## src/mebp_end.sv

```systemverilog
`timescale 1ns/1ps

```

## src/mebp_pkg.sv

```systemverilog
`default_nettype none
// ==========================================================
// shared constants and carriers
package mebp_pkg;
	// ======================================================
	// machine cycle timing
	localparam int MEBP_OSC_PER_MC = 12;
	localparam int MEBP_RST_MC = 2;
	localparam int MEBP_RST_CLKS = MEBP_RST_MC * MEBP_OSC_PER_MC;
	localparam int MEBP_RQ_CW = 8;
	localparam logic [3:0] MEBP_PH_LAST = 4'hb;
	localparam logic [3:0] MEBP_PH_ALE0 = 4'h0;
	localparam logic [3:0] MEBP_PH_ALE1 = 4'h6;
	localparam logic [3:0] MEBP_ALE_LEN = 4'h2;
	localparam logic [3:0] MEBP_ADR_LEN = 4'h3;
	localparam logic [3:0] MEBP_PH_PSEN0 = 4'h3;
	localparam logic [3:0] MEBP_PH_PSEN1 = 4'h9;
	localparam logic [3:0] MEBP_PROGRAM_STORE_READ_STROBE_LEN = 4'h3;
	localparam logic [3:0] MEBP_PH_STB_ON = 4'h3;
	localparam logic [3:0] MEBP_PH_STB_OFF = 4'ha;
	localparam logic [3:0] MEBP_PH_RD_CAP = 4'ha;
	// ======================================================
	// register map
	localparam logic [7:0] MEBP_ADDR_STB_CTRL_OFS = 8'h8e;
	localparam int MEBP_ALE_DIS_BIT = 0;
	localparam logic [7:0] MEBP_ADDR_STB_CTRL_RST = 8'h00;
	localparam logic [7:0] MEBP_PORT_LATCH_OFS0 = 8'h80;
	localparam logic [7:0] MEBP_PORT_LATCH_STEP = 8'h10;
	localparam logic [7:0] MEBP_PORT_LATCH_RST = 8'hff;
	// ======================================================
	// pin positions
	localparam int MEBP_LOW_PORT = 0;
	localparam int MEBP_SECOND_PORT = 1;
	localparam int MEBP_HIGH_PORT = 2;
	localparam int MEBP_FOURTH_PORT = 3;
	localparam int MEBP_P1_T2 = 0;
	localparam int MEBP_P1_TIMER_TWO_TRIGGER_DIRECTION = 1;
	localparam int MEBP_P3_RX = 0;
	localparam int MEBP_P3_TX = 1;
	localparam int MEBP_P3_EXTERNAL_INTERRUPT_ZERO = 2;
	localparam int MEBP_P3_EXTERNAL_INTERRUPT_ONE = 3;
	localparam int MEBP_P3_TM0 = 4;
	localparam int MEBP_P3_TM1 = 5;
	localparam int MEBP_P3_WR = 6;
	localparam int MEBP_P3_RD = 7;
	// ======================================================
	// types
	typedef enum logic [1:0]
	{
		MEBP_K_INT = 2'b00,
		MEBP_K_FETCH = 2'b01,
		MEBP_K_XRD = 2'b10,
		MEBP_K_XWR = 2'b11
	} mebp_kind_t;
	typedef struct packed
	{
		logic xreq;
		logic write;
		logic wide;
		logic [15:0] addr;
		logic [7:0] wdata;
	} mebp_bus_req_t;
	typedef struct packed
	{
		logic idle;
		logic power_down;
		logic move_or_table;
		logic lock_programmed;
	} mebp_mode_t;
	typedef struct packed
	{
		logic serial_tx;
		logic clock_out;
		logic clock_out_en;
	} mebp_alt_out_t;
	typedef struct packed
	{
		logic serial_rx;
		logic external_interrupt_zero;
		logic external_interrupt_one;
		logic timer_zero_input;
		logic timer_one_input;
		logic timer_two_count_input;
		logic timer_two_trigger_direction;
	} mebp_alt_in_t;
	typedef struct packed
	{
		logic [MEBP_RQ_CW-1:0] cnt;
		logic rst;
	} mebp_rq_st_t;
	typedef struct packed
	{
		logic [3:0] ph;
		mebp_kind_t kind;
		logic wide;
		logic [15:0] addr;
		logic [7:0] wdata;
		logic ale_dis;
		logic [3:0][7:0] latch;
		logic ea_ext;
		logic once;
		logic once_arm;
		logic prev_rst;
		logic [3:0][7:0] p_out;
		logic [3:0][7:0] p_oe_n;
		logic ale_out;
		logic ale_oe_n;
		logic ale_weak;
		logic program_store_read_strobe_out;
		logic program_store_read_strobe_oe_n;
		logic program_store_read_strobe_weak;
		logic [7:0] sfr_rdata;
		logic bus_taken;
		logic bus_ack;
		logic [7:0] bus_rdata;
		logic code_valid;
		logic [7:0] code_byte;
		mebp_alt_in_t alt_in;
		logic core_rst;
		logic once_mode;
	} mebp_st_t;
endpackage
`default_nettype wire

```

## src/mebp_rst_qual.sv

```systemverilog
`timescale 1ns/1ps
`default_nettype none
// ==========================================================
// reset pin qualifier: high for a full hold count
module mebp_rst_qual
	import mebp_pkg::*;
#(
	parameter int HOLD = MEBP_RST_CLKS
)
(
	input wire logic i_core_clk,
	input wire logic i_rst_n,
	input wire logic i_reset_pin,
	output logic o_dev_rst
);
	mebp_rq_st_t s_q;
	mebp_rq_st_t s_d;

	always_comb
	begin
		s_d = s_q;
		if (!i_reset_pin)
		begin
			s_d.cnt = '0;
			s_d.rst = 1'b0;
		end
		else if (s_q.cnt >= MEBP_RQ_CW'(HOLD - 1))
		begin
			s_d.rst = 1'b1;
		end
		else
		begin
			s_d.cnt = s_q.cnt + MEBP_RQ_CW'(1);
		end
	end

	always_ff @(posedge i_core_clk)
	begin
		if (!i_rst_n)
		begin
			s_q.cnt <= '0;
			s_q.rst <= 1'b1;
		end
		else
		begin
			s_q <= s_d;
		end
	end

	assign o_dev_rst = s_q.rst;
endmodule
`default_nettype wire

```

## src/mebp_top.sv

```systemverilog
// Contract
// - low port is open drain; a latch one floats the pin for input
// - bus cycles put low address then data on low port, ones driven strongly
// - other ports are quasi-bidirectional; latch one pulls high, readable
// - second port bit 0 timer two count/clock out, bit 1 trigger/direction
// - high port drives high address on fetches and 16-bit data accesses
// - 8-bit indirect data accesses keep high port on its latch
// - fourth port bits carry serial, interrupts, timers and data strobes
// - reset pin high for two machine cycles resets the device
// - reset pin high forces all port pins to reset state at once
// - address strobe pulses at one sixth of the oscillator rate
// - one address strobe pulse is skipped per external data access
// - control bit 0 stops address strobe and leaves the pin weakly high
// - disable suspended in data move, table read, idle, power down, emulation
// - device reset clears the address strobe disable
// - disable has no effect while executing from external program memory
// - program strobe twice per machine cycle, both skipped in data access
// - with lock bits programmed the access strap is latched at reset
// - separate 64K program and data spaces with 16-bit addresses
// - strobe low in reset with program strobe high enters emulation mode
`timescale 1ns/1ps
`default_nettype none
module mebp_top
	import mebp_pkg::*;
#(
	parameter int RST_HOLD = MEBP_RST_CLKS
)
(
	input wire logic i_core_clk,
	input wire logic i_rst_n,
	input wire logic i_reset_pin,
	input wire logic i_ext_access_strap_n,
	input wire mebp_mode_t i_mode,
	input wire logic [7:0] i_sfr_addr,
	input wire logic i_sfr_wr,
	input wire logic [7:0] i_sfr_wdata,
	input wire mebp_bus_req_t i_bus_req,
	input wire logic [15:0] i_fetch_addr,
	input wire mebp_alt_out_t i_alt_out,
	input wire logic [3:0][7:0] i_port_in,
	input wire logic i_ale_in,
	input wire logic i_program_store_read_strobe_in,
	output logic [3:0][7:0] o_port_out,
	output logic [3:0][7:0] o_port_oe_n,
	output logic o_ale_out,
	output logic o_ale_oe_n,
	output logic o_ale_weak_pull,
	output logic o_program_store_read_strobe_n_out,
	output logic o_program_store_read_strobe_oe_n,
	output logic o_program_store_read_strobe_weak_pull,
	output logic [7:0] o_sfr_rdata,
	output logic o_bus_taken,
	output logic o_bus_ack,
	output logic [7:0] o_bus_rdata,
	output logic o_code_valid,
	output logic [7:0] o_code_byte,
	output mebp_alt_in_t o_alt_in,
	output logic o_core_rst,
	output logic o_once_mode
);
	mebp_st_t s_q;
	mebp_st_t s_d;
	logic dev_rst;

	// ======================================================
	// reset qualification
	mebp_rst_qual #(.HOLD(RST_HOLD)) u_rst_qual
	(
		.i_core_clk(i_core_clk),
		.i_rst_n(i_rst_n),
		.i_reset_pin(i_reset_pin),
		.o_dev_rst(dev_rst)
	);

	// ======================================================
	// next state
	always_comb
	begin
		logic [3:0][7:0] eff;
		logic xfer;
		logic ale_pulse;
		logic ale_off;
		logic stb_low;
		logic adr_ph;
		logic [7:0] ofs;
		eff = '0;
		xfer = 1'b0;
		ale_pulse = 1'b0;
		ale_off = 1'b0;
		stb_low = 1'b0;
		adr_ph = 1'b0;
		ofs = '0;
		s_d = s_q;
		s_d.bus_taken = 1'b0;
		s_d.bus_ack = 1'b0;
		s_d.code_valid = 1'b0;
		xfer = (s_q.kind == MEBP_K_XRD) || (s_q.kind == MEBP_K_XWR);
		// phase counter
		s_d.ph = (s_q.ph == MEBP_PH_LAST) ? 4'h0 : s_q.ph + 4'h1;
		if (s_q.ph == MEBP_PH_LAST)
		begin
			if (i_bus_req.xreq && !dev_rst && !i_mode.idle && !i_mode.power_down)
			begin
				s_d.kind = i_bus_req.write ? MEBP_K_XWR : MEBP_K_XRD;
				s_d.addr = i_bus_req.addr;
				s_d.wide = i_bus_req.wide;
				s_d.wdata = i_bus_req.wdata;
				s_d.bus_taken = 1'b1;
			end
			else
			begin
				s_d.kind = s_q.ea_ext ? MEBP_K_FETCH : MEBP_K_INT;
				s_d.addr = i_fetch_addr;
				s_d.wide = 1'b1;
			end
		end
		if ((s_q.ph == MEBP_PH_ALE1 - 4'h1) && (s_q.kind == MEBP_K_FETCH))
		begin
			s_d.addr = i_fetch_addr;
		end
		// captures from the pins
		if ((s_q.kind == MEBP_K_FETCH) && ((s_q.ph == MEBP_PH_PSEN0 + MEBP_PROGRAM_STORE_READ_STROBE_LEN - 4'h1)
			|| (s_q.ph == MEBP_PH_PSEN1 + MEBP_PROGRAM_STORE_READ_STROBE_LEN - 4'h1)))
		begin
			s_d.code_valid = 1'b1;
			s_d.code_byte = i_port_in[MEBP_LOW_PORT];
		end
		if ((s_q.kind == MEBP_K_XRD) && (s_q.ph == MEBP_PH_RD_CAP))
		begin
			s_d.bus_rdata = i_port_in[MEBP_LOW_PORT];
		end
		if (xfer && (s_q.ph == MEBP_PH_LAST))
		begin
			s_d.bus_ack = 1'b1;
		end
		// special-function register port
		if (i_sfr_wr && !dev_rst)
		begin
			if (i_sfr_addr == MEBP_ADDR_STB_CTRL_OFS)
			begin
				s_d.ale_dis = i_sfr_wdata[MEBP_ALE_DIS_BIT];
			end
			for (int i = 0; i < 4; i++)
			begin
				ofs = MEBP_PORT_LATCH_OFS0 + 8'(i * MEBP_PORT_LATCH_STEP);
				if (i_sfr_addr == ofs)
				begin
					s_d.latch[i] = i_sfr_wdata;
				end
			end
		end
		s_d.sfr_rdata = 8'h00;
		if (i_sfr_addr == MEBP_ADDR_STB_CTRL_OFS)
		begin
			s_d.sfr_rdata[MEBP_ALE_DIS_BIT] = s_q.ale_dis;
		end
		for (int i = 0; i < 4; i++)
		begin
			ofs = MEBP_PORT_LATCH_OFS0 + 8'(i * MEBP_PORT_LATCH_STEP);
			if (i_sfr_addr == ofs)
			begin
				s_d.sfr_rdata = s_q.latch[i];
			end
		end
		// access strap, frozen after reset when locked
		if (!i_mode.lock_programmed || dev_rst)
		begin
			s_d.ea_ext = !i_ext_access_strap_n;
		end
		// emulation entry
		s_d.prev_rst = dev_rst;
		if (dev_rst)
		begin
			s_d.once = 1'b0;
			s_d.once_arm = s_q.once_arm || (!i_ale_in && i_program_store_read_strobe_in);
		end
		else
		begin
			s_d.once_arm = 1'b0;
			if (s_q.prev_rst)
			begin
				s_d.once = s_q.once_arm && !i_ale_in;
			end
		end
		// device reset
		if (dev_rst)
		begin
			s_d.ph = 4'h0;
			s_d.kind = MEBP_K_INT;
			s_d.ale_dis = MEBP_ADDR_STB_CTRL_RST[MEBP_ALE_DIS_BIT];
			s_d.latch = {4{MEBP_PORT_LATCH_RST}};
		end
		// port pins from latches and alternate functions
		eff = s_q.latch;
		if (i_alt_out.clock_out_en)
		begin
			eff[MEBP_SECOND_PORT][MEBP_P1_T2] = s_q.latch[MEBP_SECOND_PORT][MEBP_P1_T2]
				& i_alt_out.clock_out;
		end
		eff[MEBP_FOURTH_PORT][MEBP_P3_TX] = s_q.latch[MEBP_FOURTH_PORT][MEBP_P3_TX]
			& i_alt_out.serial_tx;
		stb_low = xfer && (s_q.ph >= MEBP_PH_STB_ON) && (s_q.ph <= MEBP_PH_STB_OFF);
		if (stb_low && (s_q.kind == MEBP_K_XWR))
		begin
			eff[MEBP_FOURTH_PORT][MEBP_P3_WR] = 1'b0;
		end
		if (stb_low && (s_q.kind == MEBP_K_XRD))
		begin
			eff[MEBP_FOURTH_PORT][MEBP_P3_RD] = 1'b0;
		end
		s_d.p_out = eff;
		s_d.p_oe_n = eff;
		// multiplexed bus on low and high ports
		adr_ph = (s_q.ph < MEBP_PH_ALE0 + MEBP_ADR_LEN)
			|| ((s_q.kind == MEBP_K_FETCH) && (s_q.ph >= MEBP_PH_ALE1)
			&& (s_q.ph < MEBP_PH_ALE1 + MEBP_ADR_LEN));
		if (s_q.kind != MEBP_K_INT)
		begin
			if (adr_ph)
			begin
				s_d.p_out[MEBP_LOW_PORT] = s_q.addr[7:0];
				s_d.p_oe_n[MEBP_LOW_PORT] = 8'h00;
			end
			else if (s_q.kind == MEBP_K_XWR)
			begin
				s_d.p_out[MEBP_LOW_PORT] = s_q.wdata;
				s_d.p_oe_n[MEBP_LOW_PORT] = 8'h00;
			end
			else
			begin
				s_d.p_out[MEBP_LOW_PORT] = 8'hff;
				s_d.p_oe_n[MEBP_LOW_PORT] = 8'hff;
			end
			if (s_q.wide)
			begin
				s_d.p_out[MEBP_HIGH_PORT] = s_q.addr[15:8];
				s_d.p_oe_n[MEBP_HIGH_PORT] = 8'h00;
			end
			else
			begin
				s_d.p_out[MEBP_HIGH_PORT] = eff[MEBP_HIGH_PORT];
				s_d.p_oe_n[MEBP_HIGH_PORT] = eff[MEBP_HIGH_PORT];
			end
		end
		// address latch strobe
		ale_pulse = ((s_q.ph >= MEBP_PH_ALE0) && (s_q.ph < MEBP_PH_ALE0 + MEBP_ALE_LEN))
			|| (!xfer && (s_q.ph >= MEBP_PH_ALE1)
			&& (s_q.ph < MEBP_PH_ALE1 + MEBP_ALE_LEN));
		ale_off = s_q.ale_dis && !s_q.ea_ext
			&& !i_mode.move_or_table && !i_mode.idle
			&& !i_mode.power_down && !s_q.once;
		s_d.ale_out = ale_pulse;
		s_d.ale_oe_n = 1'b0;
		s_d.ale_weak = 1'b0;
		if (ale_off)
		begin
			s_d.ale_out = 1'b1;
			s_d.ale_oe_n = 1'b1;
			s_d.ale_weak = 1'b1;
		end
		// program store read strobe
		s_d.program_store_read_strobe_out = !((s_q.kind == MEBP_K_FETCH)
			&& (((s_q.ph >= MEBP_PH_PSEN0) && (s_q.ph < MEBP_PH_PSEN0 + MEBP_PROGRAM_STORE_READ_STROBE_LEN))
			|| ((s_q.ph >= MEBP_PH_PSEN1) && (s_q.ph < MEBP_PH_PSEN1 + MEBP_PROGRAM_STORE_READ_STROBE_LEN))));
		s_d.program_store_read_strobe_oe_n = 1'b0;
		s_d.program_store_read_strobe_weak = 1'b0;
		// idle and power down hold the strobes
		if (i_mode.idle || i_mode.power_down)
		begin
			s_d.ale_out = i_mode.idle;
			s_d.ale_oe_n = 1'b0;
			s_d.ale_weak = 1'b0;
			s_d.program_store_read_strobe_out = i_mode.idle;
			if (s_q.ea_ext)
			begin
				s_d.p_out[MEBP_LOW_PORT] = 8'hff;
				s_d.p_oe_n[MEBP_LOW_PORT] = 8'hff;
			end
		end
		// emulation: low port floats, the rest weakly high
		if (s_q.once)
		begin
			s_d.p_out = {4{8'hff}};
			s_d.p_oe_n = {4{8'hff}};
			s_d.ale_out = 1'b1;
			s_d.ale_oe_n = 1'b1;
			s_d.ale_weak = 1'b1;
			s_d.program_store_read_strobe_out = 1'b1;
			s_d.program_store_read_strobe_oe_n = 1'b1;
			s_d.program_store_read_strobe_weak = 1'b1;
		end
		// reset pin forces pins at once
		if (i_reset_pin || dev_rst)
		begin
			s_d.p_out = {4{MEBP_PORT_LATCH_RST}};
			s_d.p_oe_n = {4{8'hff}};
			s_d.ale_out = 1'b1;
			s_d.ale_oe_n = 1'b1;
			s_d.ale_weak = 1'b1;
			s_d.program_store_read_strobe_out = 1'b1;
			s_d.program_store_read_strobe_oe_n = 1'b1;
			s_d.program_store_read_strobe_weak = 1'b1;
		end
		// alternate inputs
		s_d.alt_in.serial_rx = i_port_in[MEBP_FOURTH_PORT][MEBP_P3_RX];
		s_d.alt_in.external_interrupt_zero = i_port_in[MEBP_FOURTH_PORT][MEBP_P3_EXTERNAL_INTERRUPT_ZERO];
		s_d.alt_in.external_interrupt_one = i_port_in[MEBP_FOURTH_PORT][MEBP_P3_EXTERNAL_INTERRUPT_ONE];
		s_d.alt_in.timer_zero_input = i_port_in[MEBP_FOURTH_PORT][MEBP_P3_TM0];
		s_d.alt_in.timer_one_input = i_port_in[MEBP_FOURTH_PORT][MEBP_P3_TM1];
		s_d.alt_in.timer_two_count_input = i_port_in[MEBP_SECOND_PORT][MEBP_P1_T2];
		s_d.alt_in.timer_two_trigger_direction = i_port_in[MEBP_SECOND_PORT][MEBP_P1_TIMER_TWO_TRIGGER_DIRECTION];
		s_d.core_rst = dev_rst;
		s_d.once_mode = s_q.once;
	end

	// ======================================================
	// state register
	always_ff @(posedge i_core_clk)
	begin
		if (!i_rst_n)
		begin
			s_q <= '0;
			s_q.kind <= MEBP_K_INT;
			s_q.ale_dis <= MEBP_ADDR_STB_CTRL_RST[MEBP_ALE_DIS_BIT];
			s_q.latch <= {4{MEBP_PORT_LATCH_RST}};
			s_q.prev_rst <= 1'b1;
			s_q.p_out <= {4{MEBP_PORT_LATCH_RST}};
			s_q.p_oe_n <= {4{8'hff}};
			s_q.ale_out <= 1'b1;
			s_q.ale_oe_n <= 1'b1;
			s_q.ale_weak <= 1'b1;
			s_q.program_store_read_strobe_out <= 1'b1;
			s_q.program_store_read_strobe_oe_n <= 1'b1;
			s_q.program_store_read_strobe_weak <= 1'b1;
			s_q.alt_in <= '1;
			s_q.core_rst <= 1'b1;
		end
		else
		begin
			s_q <= s_d;
		end
	end

	// ======================================================
	// outputs
	assign o_port_out = s_q.p_out;
	assign o_port_oe_n = s_q.p_oe_n;
	assign o_ale_out = s_q.ale_out;
	assign o_ale_oe_n = s_q.ale_oe_n;
	assign o_ale_weak_pull = s_q.ale_weak;
	assign o_program_store_read_strobe_n_out = s_q.program_store_read_strobe_out;
	assign o_program_store_read_strobe_oe_n = s_q.program_store_read_strobe_oe_n;
	assign o_program_store_read_strobe_weak_pull = s_q.program_store_read_strobe_weak;
	assign o_sfr_rdata = s_q.sfr_rdata;
	assign o_bus_taken = s_q.bus_taken;
	assign o_bus_ack = s_q.bus_ack;
	assign o_bus_rdata = s_q.bus_rdata;
	assign o_code_valid = s_q.code_valid;
	assign o_code_byte = s_q.code_byte;
	assign o_alt_in = s_q.alt_in;
	assign o_core_rst = s_q.core_rst;
	assign o_once_mode = s_q.once_mode;
endmodule
`default_nettype wire

```

## config.mk

```make
export PLATFORM = sky130hd
export DESIGN_NAME = mebp_top
export DESIGN_NICKNAME = d
export VERILOG_FILES = /design/src/mebp_end.sv /design/src/mebp_pkg.sv /design/src/mebp_rst_qual.sv /design/src/mebp_top.sv
export SDC_FILE = /design/constraint.sdc
export NUM_CORES = 1
export LEC_CHECK = 0
export ABC_AREA = 1
export ABC_CLOCK_PERIOD_IN_PS = 1850
export BUFFER_PORTS_ARGS = -buffer_cell sky130_fd_sc_hd__buf_2
export CORE_MARGIN = 4
export CORE_UTILIZATION = 53
export CTS_BUF_LIST = sky130_fd_sc_hd__clkbuf_16
export CTS_CLUSTER_SIZE = 14
export DETAILED_ROUTE_END_ITERATION = 10
export PLACE_DENSITY = 0.87
export SLEW_MARGIN = 20
export SYNTH_ARGS = -nofsm -noshare
export SYNTH_HDL_FRONTEND = slang
export SYNTH_HIERARCHICAL = 1
export SYNTH_SLANG_ARGS = --single-unit
```

## constraint.sdc

```tcl
create_clock -name i_core_clk -period 1.85 [get_ports i_core_clk]
set_clock_uncertainty 0.15 [all_clocks]
set_input_delay 0.185 -clock i_core_clk [delete_from_list [all_inputs] [get_ports i_core_clk]]
set_output_delay 0.185 -clock i_core_clk [all_outputs]
set_load 0.05 [all_outputs]
```

Word level (Yosys, flattened, before mapping)
Cells that the tools add are included.
Word-level totals
  bits of input ports: 105
  latch bits: 0
  memories kept: 0
  bits in registers: 166
  RAM bits: 0
  word-level logic and storage cells: 168
  memory bits (read-only): 0
  output and inout port bits: 106
Cells by class
  bitwise logic cells: 3
  add/sub/neg operators: 2
  divide/modulo/power cells: 0
  equality and inequality tests: 12
  reductions and logical operators: 62
  mux-type cells: 35
  shifts and indexed selects: 0
  order comparisons: 12
  multiply operators: 0
Operators with widths (count)
  2-to-1 mux 8 bit: 18
  == test 8 bit, second input constant: 5
  logical AND 1 bit: 27
  2-to-1 mux 24 bit: 1
  2-to-1 mux 19 bit: 1
  AND reduction 2 bit: 9
  2-to-1 mux 16 bit: 1
  < comparator 4 bit, second input constant: 3
  2-to-1 mux 12 bit: 1
  zero test 1 bit: 11
  2-to-1 mux 1 bit: 10
  logical OR 1 bit: 9
  2-to-1 mux 9 bit: 1
  adder 8 x 1 -> 8 bit, second input constant: 1
  == test 4 bit, second input constant: 2
  greater-or-equal comparator 8 x 5 -> 1 bit, second input constant: 1
  < comparator 4 x 2 -> 1 bit, second input constant: 2
  OR reduction 3 bit: 2
  adder 4 x 1 -> 4 bit, second input constant: 1
  == test 2 bit, second input constant: 2
  == test 4 x 3 -> 1 bit, second input constant: 1
  greater-or-equal comparator 4 x 1 -> 1 bit, second input constant: 1
  greater-or-equal comparator 4 x 2 -> 1 bit, second input constant: 1
  greater-or-equal comparator 4 x 3 -> 1 bit, second input constant: 1
  11 further kinds: 14

Logic depth before layout (Yosys ltp)
Gate-level depths: netlist of run 1.
  depth in word-level cells: 8
  gate-level depth with buffers: 11

Modules after synthesis
The synthesis of run 1 kept the hierarchy.
Modules (own cells, without submodules)
  mebp_top: cells an instance 929, instances 1, seq. area each 3103.0 µm², area each 7283.2 µm²
  mebp_rst_qual: cells an instance 66, instances 1, seq. area each 180.2 µm², area each 461.7 µm²

Worst setup path after synthesis of run 1
Ideal clock, no wire load.
  path type: register to register
  from: register s_q[170] (netlist name)
  to: register s_q[156] (netlist name)
  path slack: 0.212 ns
  library setup time: 0.109 ns
  arrival time: 1.380 ns
  clock period less this slack: 1.638 ns
  required time: 1.591 ns
  stages on the path, launching flop included: 10
  path through: dfxtp_1 ha_1 inv_2 nor2_8 nor2_8 buf_12 nand2_2 nand3_2 nand2_1 inv_1
Between the ends
  longest elaborated chain between the ends: 3
  elaborated cells between the ends (all ways): 5
  classes of those cells: eq/ne: 2; mux: 1; reduce/logical: 2
Ends and longest elaborated chain
  from (decl): line mebp_top.sv:61  | mebp_st_t s_q;
  == test 4 x 3 -> 1 bit: line mebp_top.sv:117  | if ((s_q.ph == MEBP_PH_ALE1 - 4'h1) && (s_q.kind == MEBP_K_FETCH))
  logical AND 1 bit: line mebp_top.sv:117
  2-to-1 mux 16 bit or nonzero test 2 bit (tied branches)
Several ways; a longest one is shown, not always the timed one.
A chain may end at the register's enable or synchronous reset.

Final worst setup path of run 1
  from: register s_q[171] (netlist name)
  to: register s_q[152] (netlist name)
Same word-level chain as after synthesis.

==> impl_metrics.tcl, run 1 <==
set metrics [dict create \
    synth_edf_count 0 \
    seqCellArea_sq_um 3280 \
    ant_nets 0 \
    worst_pin_slew_ns 0.465 \
    final.min_clock_period_ns 1.72 \
    drv_cap 0 \
    cpPeakStageDelay_ns 0.41 \
    io_pins 211 \
    worstSetupEndpointType "register" \
    final_critical_path_setup_slack_ns 0.128 \
    place_area_sq_um 8140 \
    cpMaxStageDelayCell "dfxtp_1" \
    initial_core_util 0.549 \
    p_seq_frac 0.481 \
    vias 6778 \
    dieWidth_microns 129 \
    clkPwrFrac 0.449 \
    worst-setup-path-type "reg2reg" \
    clock_sinks 164 \
    timing.fmax_mhz 581 \
    die_h_microns 129 \
    crit_buf_inv 2 \
    clock-root-buffer "clkbuf_16" \
    syn-instance-count 995 \
    cp_cell_sequence "inv_1 -> ha_1 -> nand3_4 -> nor2_8 -> nor2_8 -> nand2_1 -> nand3_1 -> nand2_1 -> inv_1" \
    syn-num-nets 1105 \
    place_ws_ns 0.134 \
    post_drt_wl_per_cell_microns 14.8 \
    num-fill-cells 1159 \
    vdd_drop_max_v 0.000624 \
    total_power_w 0.00742 \
    grt_max_degree 35 \
    dr_wl_met2_mm 9.75 \
    highest_layer "met4" \
    p_sw_w 0.00178 \
    critPathLaunchType "register" \
    synthXorXnorAreaFrac 0 \
    synth_area_leader_cell "dfxtp_1" \
    area_delta_synth_final_pct 20.6 \
    die_area_sq_um 16600 \
    port-buffer-count 193 \
    swShare 0.240 \
    pwr-share-comb 0.069 \
    cp.arrival_ns 1.95 \
    crit_fanout 16 \
    cts_max_path_buffers 2 \
    wl_mm 20.1 \
    finalSetupViolations 0 \
    min_path_type "in2reg" \
    wl_met3_mm 1.59 \
    place.gp.congestion 0.943 \
    rsz0062_at_grt "false" \
    report.final.slew_viol_count 0 \
    synth_top_family_by_area "simple AND/OR/NAND/NOR gates" \
    synth_cell_type_count 36 \
    drc 0 \
    antenna_cells 0 \
    finalHoldViolCount 0 \
    antenna_found_initial 0 \
    grt_usage 0.242 \
    p_per_area_nw_per_um2 794 \
    muxShareOfSynthArea 0 \
    crit_family "simple AND/OR/NAND/NOR gates" \
    synthSimpleGateAreaFrac 0.340 \
    power.internal_w 0.00564 \
    setup_tns_ns 0 \
    drt_iter0_drc 469 \
    hold_ws_ns 0.0313 \
    synthTopCellsByArea "dfxtp_1 42%, nand2_1 11%, buf_4 9.8%, nand3_1 6.0%, inv_1 4.3%" \
    htreeDepth 4 \
    grt_pass1_vias 6535 \
    final_area_sq_um 9340 \
    viasPerCell 5.01 \
    syn_area_sq_um 7740 \
    synth_top_area_share 0.424 \
    seq_area_frac_synth 0.424 \
    hpwl_mm 13.8 \
    syn_avg_cell_area_sq_um 7.78 \
    ys_seq_elements 164 \
    multi_input_area_sq_um 3130 \
    yosysWarnings 6 \
    cts_tree "built" \
    coreArea_sq_um 14100 \
    finalCritPeriodShare 0.931 \
    crit_required_ns 2.08 \
    drive_gt1_frac 0.300 \
    m1WireLength_mm 7.92 \
    final_nets 1269 \
    status "finished clean" \
    slew-limit-headroom 0.690 \
    rows 43 \
    synthArstFlopShare 0 \
    synthAdderAreaFrac 0.00808 \
    cellLeakagePower_nw 4.55 \
    cts.clk_slew.worst_paths_ns 0.07 \
    synth_ff_type "dfxtp_1" \
    first_pass_iters 5 \
    synth_compound_area_frac 0.0549 \
    grt_pass1_wl_mm 31.7 \
    numCtsBuffers 17 \
    overflow 0 \
    clk-insertion-delay-late_ns 0.43 \
]
==> synthesized netlist by cell type, types with 12 or more instances <==
cell	n
nand3_2	23
o21ai_0	44
dfxtp_1	164
a21oi_1	19
nand3_1	93
buf_4	101
nand2_2	22
or2_2	12
nor2_2	13
nor2_1	83
nand2_1	226
nand3b_1	17
inv_1	88
==> cell usage in the layout (no fill, tap or decap), types with 13 or more instances in the layout <==
cell type      instances
nand2_1              225
buf_2                193
dfxtp_1              163
nand3_1               93
inv_1                 88
nor2_1                83
dlygate4sd3_1         61
o21ai_0               43
nand2_2               23
nand3_2               23
a21oi_1               19
nand3b_1              17
clkbuf_16             17
buf_4                 15
nor2_2                13
==> layout make-up <==
class | instances | area share
Sequential cell | 164 | 0.352
Tap cell | 180 | 0.0241
Timing Repair Buffer | 273 | 0.188
Clock buffer | 17 | 0.0455
Clock inverter | 15 | 0.0141
Inverter | 101 | 0.0411
Multi-Input combinational cell | 602 | 0.335
==> timing repair <==
action                                  in CTS  in global routing
endpoints found under the hold margin       92                  0
gates resized for setup                      0                  6
setup buffers                                0                  3
endpoints found under the setup margin       0                 12
hold buffers                                61                  0
==> sequential cells by signal, summed over array words and instances, names as in the netlist, 7 cells and up <==
register,cells
o_port_out,16
o_sfr_rdata,8
s_q,66
o_code_byte,8
o_bus_rdata,8
o_port_oe_n,32
u_rst_qual/s_q,8
o_alt_in,7
==> metal layers <==
metal  up-vias  global-route usage
met2       297               0.415
met4         0               0.116
met5         -                   0
met3        62              0.0706
li1       3360                   -
met1      3059               0.278
==> worst min-delay path, stage by stage <==
cell	delay [ns]
buf_2	0.07
nand3b_1	0.10
nand3_2	0.08
nand3_2	0.07
nand2_1	0.04
inv_1	0.04
==> cell families after synthesis <==
family / Yosys count
adder cells (fa/ha/maj): 5
AO/OA/AOI/OAI: 78
flip-flops: 164
buffers and inverters: 229
AND/OR/NAND/NOR: 519
==> power groups by stage <==
stage	combinational [W]	clock (W)	sequential, W
2_1_floorplan	0.000218	0	0.00366
6_report	0.000515	0.00333	0.00357
3_5_place_dp	0.000396	0	0.00365
3_3_place_gp	0.000388	0	0.00365
4_1_cts	0.000498	0.00338	0.00357
5_1_grt	0.000555	0.00353	0.00357
==> worst paths after layout <==
check	to	slack, ns	cells past startpoint	from
setup / recovery	s_q[152]	0.13	9	s_q[171]
hold reg to reg	o_port_oe_n[14]	0.30	2	s_q[124]
hold / removal	s_q[163]	0.03	6	i_bus_req[20]
setup reg to reg	s_q[152]	0.13	9	s_q[171]
==> metrics by stage <==
stage / utilization / instances
detailed placement: 0.578 / 1256
finish: 0.663 / 1352
CTS: 0.660 / 1349
global route: 0.663 / 1352
global placement: 0.578 / 1256
floorplan: - / 995
Note: power is estimated with default switching activity, not from simulation.
==> run 2: changes to the inputs <==
--- a/config.mk
+++ b/config.mk
@@ -15,2 +15,3 @@
 export DETAILED_ROUTE_END_ITERATION = 10
+export GPL_TIMING_DRIVEN = 0
 export PLACE_DENSITY = 0.87
==> constraint.sdc (replaced) <==
create_clock -name i_core_clk -period 1.85 [get_ports i_core_clk]
set_clock_uncertainty 0.15 [all_clocks]
set_input_delay 0.0925 -clock i_core_clk [delete_from_list [all_inputs] [get_ports i_core_clk]]
set_output_delay 0.0925 -clock i_core_clk [all_outputs]
set_load 0.05 [all_outputs]
==> run 2 against run 1 <==
  * Non-clock buffer count increased by 132
  * Cell count increased by 9.4%
  * Hold slack improved by 0.013 ns
  * Core utilization increased by 7.0 points
  * Sequential cell count unchanged
  * Clock power decreased by 3%
  * Design area increased by 11%
  * First-iteration DRC count increased by 15%
  * Highest routed layer unchanged
  * Critical endpoint is now o_code_byte[4]
  * Maximum frequency decreased by 2.8%
  * Worst setup slack got worse by 0.049 ns
  * Sequential share of layout area decreased by 3.4 points
  * Critical path depth decreased by 1
==> impl_metrics.tcl, run 2 (synthesized netlist as in run 1, its figures left out) <==
set metrics [dict create \
    viasPerCell 5.10 \
    worst_pin_slew_ns 0.570 \
    cts_tree "built" \
    drive_gt1_frac 0.350 \
    cpPeakStageDelay_ns 0.36 \
    finalCritPeriodShare 0.957 \
    cp.arrival_ns 1.93 \
    r2r-start "s_q[171]" \
    finalSetupViolations 0 \
    final_cells 1479 \
    cpMaxStageDelayCell "dfxtp_2" \
    clock-root-buffer "clkbuf_16" \
    final_critical_path_setup_slack_ns 0.0788 \
    rows 43 \
    min_path_type "in2reg" \
    layout_common_cells "226 x nand2_1, 202 x buf_2, 162 x dfxtp_1, 103 x buf_4, 93 x nand3_1" \
    io_pins 211 \
    worstSetupEndpointType "register" \
    setup_tns_ns 0 \
    place_ws_ns 0.0227 \
    numCtsBuffers 17 \
    crit_family "simple AND/OR/NAND/NOR gates" \
    worstHoldEndpoint "s_q[129]" \
    drv_cap 0 \
    dieWidth_microns 129 \
    overflow 0 \
    hpwl_mm 14.8 \
    port-buffer-count 193 \
    num-fill-cells 995 \
    worst-setup-path-type "reg2reg" \
    timing.fmax_mhz 565 \
    vdd_drop_max_v 0.000676 \
    r2r_slack_ns 0.08 \
    htreeDepth 4 \
    crit_fanout 10 \
    slew-limit-headroom 0.620 \
    clk-insertion-delay-late_ns 0.43 \
    cp_cell_sequence "inv_2 -> ha_2 -> nand3_4 -> nor2_8 -> nor2_8 -> buf_6 -> nor2_1 -> nor2_1" \
    final.min_clock_period_ns 1.77 \
    grt_pass1_wl_mm 35.3 \
    cts.clk_slew.worst_paths_ns 0.06 \
    holdCritStartpoint "i_sfr_addr[4]" \
    r2r-end "o_code_byte[4]" \
    grt_pass1_vias 7349 \
    post_drt_wl_per_cell_microns 15.4 \
    worstHoldPathCells 6 \
    cts_max_path_buffers 2 \
    area_delta_synth_final_pct 33.4 \
    final_common_cell "nand2_1" \
    grt_max_degree 17 \
    vias 7541 \
    clock_sinks 164 \
    finalHoldViolCount 0 \
    drt_iter0_drc 538 \
    status "finished clean" \
    first_pass_iters 5 \
    die_h_microns 129 \
    largest_reg_flops 66 \
    die_area_sq_um 16600 \
    initial_core_util 0.549 \
    antenna_found_initial 0 \
    dp.cells 1368 \
    drc 0 \
    antenna_cells 0 \
    p_per_area_nw_per_um2 714 \
    wl_mm 22.7 \
    rsz0062_at_grt "false" \
    place.gp.congestion 0.929 \
    coreArea_sq_um 14100 \
    crit_buf_inv 2 \
    regMostFlops "s_q" \
    worstRegToRegCells 8 \
    critPathLaunchType "register" \
    cellLeakagePower_nw 5.11 \
    ant_nets 0 \
    grt_usage 0.269 \
    final_nets 1401 \
    report.final.slew_viol_count 0 \
    crit_required_ns 2.01 \
]
[run 2: cell types whose count changed in the layout (fill, tap and decap cells not counted), sizes merged]
cell,before,now
buf,212,314
bufinv,1,2
clkbuf,17,26
clkinv,10,6
dlygate4sd3,61,82
inv,104,102
[run 2: layout make-up]
type | count | area [sq um] | area share
multi-input cells | 602 | 3150 | 0.304
inverters | 101 | 384 | 0.0372
clock buffers | 17 | 425 | 0.0412
flip-flops and latches | 164 | 3290 | 0.318
clock inverters | 10 | 98.8 | 0.00956
well taps | 180 | 225 | 0.0218
plain buffers | 128 | 967 | 0.0936
repair buffers | 277 | 1800 | 0.174
[run 2: how the worst max path moves through the flow]
stage / start / endpoint / slack [ns] / depth (start not counted)
4_1_cts: s_q[170] / o_port_oe_n[30] / 0.008 / 7
5_1_grt: u_rst_qual/o_dev_rst / s_q[169] / 0.006 / 5
6_report: s_q[171] / o_code_byte[4] / 0.08 / 8
2_1_floorplan: s_q[170] / s_q[156] / 0.21 / 9
3_5_place_dp: s_q[170] / o_port_oe_n[30] / 0.02 / 7
3_3_place_gp: s_q[170] / o_port_oe_n[31] / 0.06 / 7
[run 2: layer usage]
layer  part of all wire  track usage  routed length (microns)
met3              0.079       0.0697                     1790
met4              0.051        0.150                     1150
met5                  0            0                        0
met1               0.37        0.290                     8500
met2               0.50        0.478                    11300
[run 2: worst reg2reg max path: stages (launching register included)]
cell and delay (ns):
dfxtp_2 0.36, inv_2 0.08, ha_2 0.21, nand3_4 0.11, nor2_8 0.27, nor2_8 0.10
buf_6 0.16, nor2_1 0.15, nor2_1 0.08
[run 2: per-stage QoR]
step | hold WS [ns] | area, sq um | utilization | power [W]
5_1_grt | 0.0705 | 10300 | 0.733 | 0.00759
4_1_cts | 0.0279 | 10300 | 0.729 | 0.00736
3_5_place_dp | 0.132 | 8940 | 0.634 | 0.00406
6_report | 0.0441 | 10300 | 0.733 | 0.00738
2_1_floorplan | 0.0112 | 7740 | - | 0.00387
3_3_place_gp | 0.127 | 8940 | 0.634 | 0.00405
[run 2: power by group]
group	total, W	internal (W)	switching, W
sequential	0.00357	0.00356	0.0000190
clock	0.00322	0.00192	0.00131
combinational	0.000579	0.000266	0.000314
total	0.00738	0.00574	0.00164
[run 2: what timing repair did]
item,CTS,global route
resized for setup,0,17
hold buffers,82,0
endpoints found under the setup margin,0,50
buffers inserted,0,2
endpoints found under the hold margin,99,0
==> run 3: changes to the inputs <==
- CORE_UTILIZATION: 53 -> 51
- PLACE_DENSITY: 0.87 -> 0.85
- SYNTH_HIERARCHICAL: 1 -> unset
==> run 3 against run 2 <==
  * First-iteration DRC count down 0.37%
  * Register-to-register slack worse by 0.03 ns
  * Synthesized cell count down 7.9%
  * Sequential power about the same
  * Critical path depth up 2
  * Worst setup slack worse by 0.028 ns
  * Design area down 6.4%
  * Combinational power down 1%
  * Synthesized area down 10%
  * Die area down 6.2%
==> impl_metrics.tcl, run 3 <==
set metrics [dict create \
    status "finished clean" \
    p_seq_frac 0.461 \
    grt_max_degree 17 \
    overflow 0 \
    syn_area_sq_um 6960 \
    cts.clk_slew.worst_paths_ns 0.07 \
    worst-setup-path-type "reg2reg" \
    r2r-start "s_q[172]" \
    synth_area_leader_cell "dfxtp_1" \
    min_path_type "in2reg" \
    worstHoldPathCells 5 \
    syn-num-nets 1026 \
    drive_gt1_frac 0.315 \
    synth_top_area_share 0.472 \
    cts_tree "built" \
    place.gp.congestion 0.926 \
    hpwl_mm 13.3 \
    grt_pass1_wl_mm 33.8 \
    ys_seq_elements 164 \
    final.min_clock_period_ns 1.80 \
    synthTopCellsByCount "238 x nand2_1, 164 x dfxtp_1, 103 x buf_4, 79 x inv_1, 77 x nor2_1" \
    wl_mm 20.7 \
    ant_nets 0 \
    synth_cell_type_count 33 \
    finalHoldViolCount 0 \
    drv_cap 0 \
    endpoint "s_q[155]" \
    post_drt_wl_per_cell_microns 14.7 \
    synthArstFlopShare 0 \
    worst_pin_slew_ns 0.652 \
    rsz0062_at_grt "true" \
    num-fill-cells 939 \
    antenna_found_initial 1 \
    layout_common_cells "238 x nand2_1, 197 x buf_2, 162 x dfxtp_1, 107 x buf_4, 84 x dlygate4sd3_1" \
    clock-root-buffer "clkbuf_16" \
    pwr-share-comb 0.074 \
    syn_avg_cell_area_sq_um 7.60 \
    crit_family "simple AND/OR/NAND/NOR gates" \
    die_h_microns 125 \
    crit_buf_inv 4 \
    p_sw_w 0.00172 \
    vias 6910 \
    port-buffer-count 192 \
    critical_path_depth 10 \
    crit_fanout 10 \
    clkPwrFrac 0.465 \
    viasPerCell 4.92 \
    grt_pass1_vias 7025 \
    coreArea_sq_um 13300 \
    r2r-end "s_q[155]" \
    critPathLaunchType "register" \
    timing.fmax_mhz 556 \
    worstRegToRegCells 10 \
    cp.arrival_ns 2.02 \
    die_area_sq_um 15600 \
    swShare 0.222 \
    finalCritPeriodShare 0.972 \
    synth_edf_count 0 \
    first_pass_iters 5 \
    r2r_slack_ns 0.05 \
    cts_max_path_buffers 2 \
    p_per_area_nw_per_um2 803 \
    cellLeakagePower_nw 4.66 \
    total_power_w 0.00777 \
    syn-instance-count 916 \
    report.final.slew_viol_count 0 \
    area_delta_synth_final_pct 39.1 \
    cpPeakStageDelay_ns 0.38 \
    vdd_drop_max_v 0.000970 \
    final_nets 1325 \
    slew-limit-headroom 0.566 \
    clk-insertion-delay-late_ns 0.43 \
    grt_usage 0.269 \
    drc 0 \
    yosysWarnings 0 \
    final_common_cell "nand2_1" \
    final_cells 1404 \
    dp.cells 1284 \
    cpMaxStageDelayCell "dfxtp_1" \
    seq_area_frac_synth 0.472 \
    htreeDepth 4 \
    synthTopCellsByArea "dfxtp_1 47%, nand2_1 13%, buf_4 11%, nand3_1 4.7%, inv_1 4.3%" \
    worstSetupEndpointType "register" \
    drt_iter0_drc 536 \
    dieWidth_microns 125 \
    io_pins 211 \
    crit_required_ns 2.07 \
    synth_ff_type "dfxtp_1" \
    finalSetupViolations 0 \
    yosysMostFrequentCell "nand2_1" \
    rows 42 \
    regMostFlops "s_q" \
    power.internal_w 0.00604 \
    initial_core_util 0.523 \
    clock_sinks 164 \
    cp_cell_sequence "inv_2 -> nand2_2 -> inv_2 -> nand2_2 -> nor2_2 -> buf_4 -> nand2_1 -> nand3_1 -> nand2_1 -> inv_1" \
    numCtsBuffers 17 \
    startpoint "s_q[172]" \
    largest_reg_flops 66 \
]
-- run 3: cell types whose count changed after synthesis, moves of 16 or more --
| cell | previous run | this run |
|---|---|---|
| nand3_1 | 93 | 65 |
| nand3b_1 | 17 | 1 |
| nand2_2 | 22 | 3 |
| o21ai_0 | 44 | 26 |
| nand3_2 | 23 | 1 |
| o21ai_1 | 4 | 28 |
-- run 3: worst min path at each step --
stage                         startpoint              to  slack (ns)
finish                     i_bus_req[26]     o_bus_taken        0.01
global route               i_bus_req[26]     o_bus_taken        0.04
CTS                        i_sfr_addr[3]  o_sfr_rdata[0]        0.05
detailed placement         i_port_in[26]     o_alt_in[5]        0.13
global placement    i_ext_access_strap_n        s_q[109]        0.12
floorplan           i_ext_access_strap_n        s_q[109]        0.03
-- run 3: worst reg2reg max path, cell delays in order, from the launching register on --
cell and delay [ns]:
dfxtp_1 0.38, inv_2 0.10, nand2_2 0.10, inv_2 0.10, nand2_2 0.11, nor2_2 0.20, buf_4 0.22, nand2_1 0.10
nand3_1 0.13, nand2_1 0.07, inv_1 0.08
-- run 3: kinds of logic (layout without fill, tap and decap cells) --
kind of cell / after synthesis / in the layout / share of synthesized area
buf+inv: 221 / 532 / 0.176
fa+ha+maj: 5 / 5 / 0.00899
simple gates: 423 / 423 / 0.261
compound gates: 103 / 103 / 0.0820
other cells: 0 / 1 / 0
flops: 164 / 164 / 0.472
-- run 3: per-stage QoR --
stage               area (sq um)  worst slack [ns]  utilization  setup TNS [ns]  hold slack, ns
global placement            8140            0.0181        0.612               0           0.122
CTS                         9590            0.0164        0.721               0          0.0542
floorplan                   6960             0.262            -               0          0.0319
finish                      9680            0.0511        0.728               0          0.0101
detailed placement          8140          -0.00666        0.612        -0.00666           0.131
global route                9680          -0.00872        0.728         -0.0175          0.0400
-- run 3: routing by layer --
metal,part of all wire,track usage
met2,0.51,0.470
met5,0,0
met1,0.37,0.293
met3,0.068,0.0755
met4,0.046,0.145
-- run 3: what timing repair did --
| item | 4_1_cts | 5_1_grt |
|---|---|---|
| pin swaps | 1 | 3 |
| gates resized for setup | 2 | 19 |
| hold endpoints to repair | 111 | 0 |
| endpoints found under the setup margin | 2 | 71 |
| setup buffers | 1 | 3 |
| hold buffers | 84 | 0 |
-- run 3: layout make-up --
type | instances | area, sq um | share of cell area
tap | 176 | 220 | 0.0228
clock inverter | 14 | 171 | 0.0177
buffer | 123 | 871 | 0.0900
antenna | 1 | 2.50 | 0.000259
clock buffer | 17 | 425 | 0.0440
multi-input combinational | 531 | 2500 | 0.259
timing repair buffer | 280 | 1830 | 0.189
sequential | 164 | 3290 | 0.339
inverter | 98 | 368 | 0.0380
-- run 3: power groups by stage --
stage	clock (W)	sequential (W)	combinational [W]
6_report	0.00361	0.00358	0.000572
2_1_floorplan	0	0.00367	0.000208
3_3_place_gp	0	0.00366	0.000394
4_1_cts	0.00362	0.00358	0.000542
5_1_grt	0.00380	0.00358	0.000618
3_5_place_dp	0	0.00366	0.000400
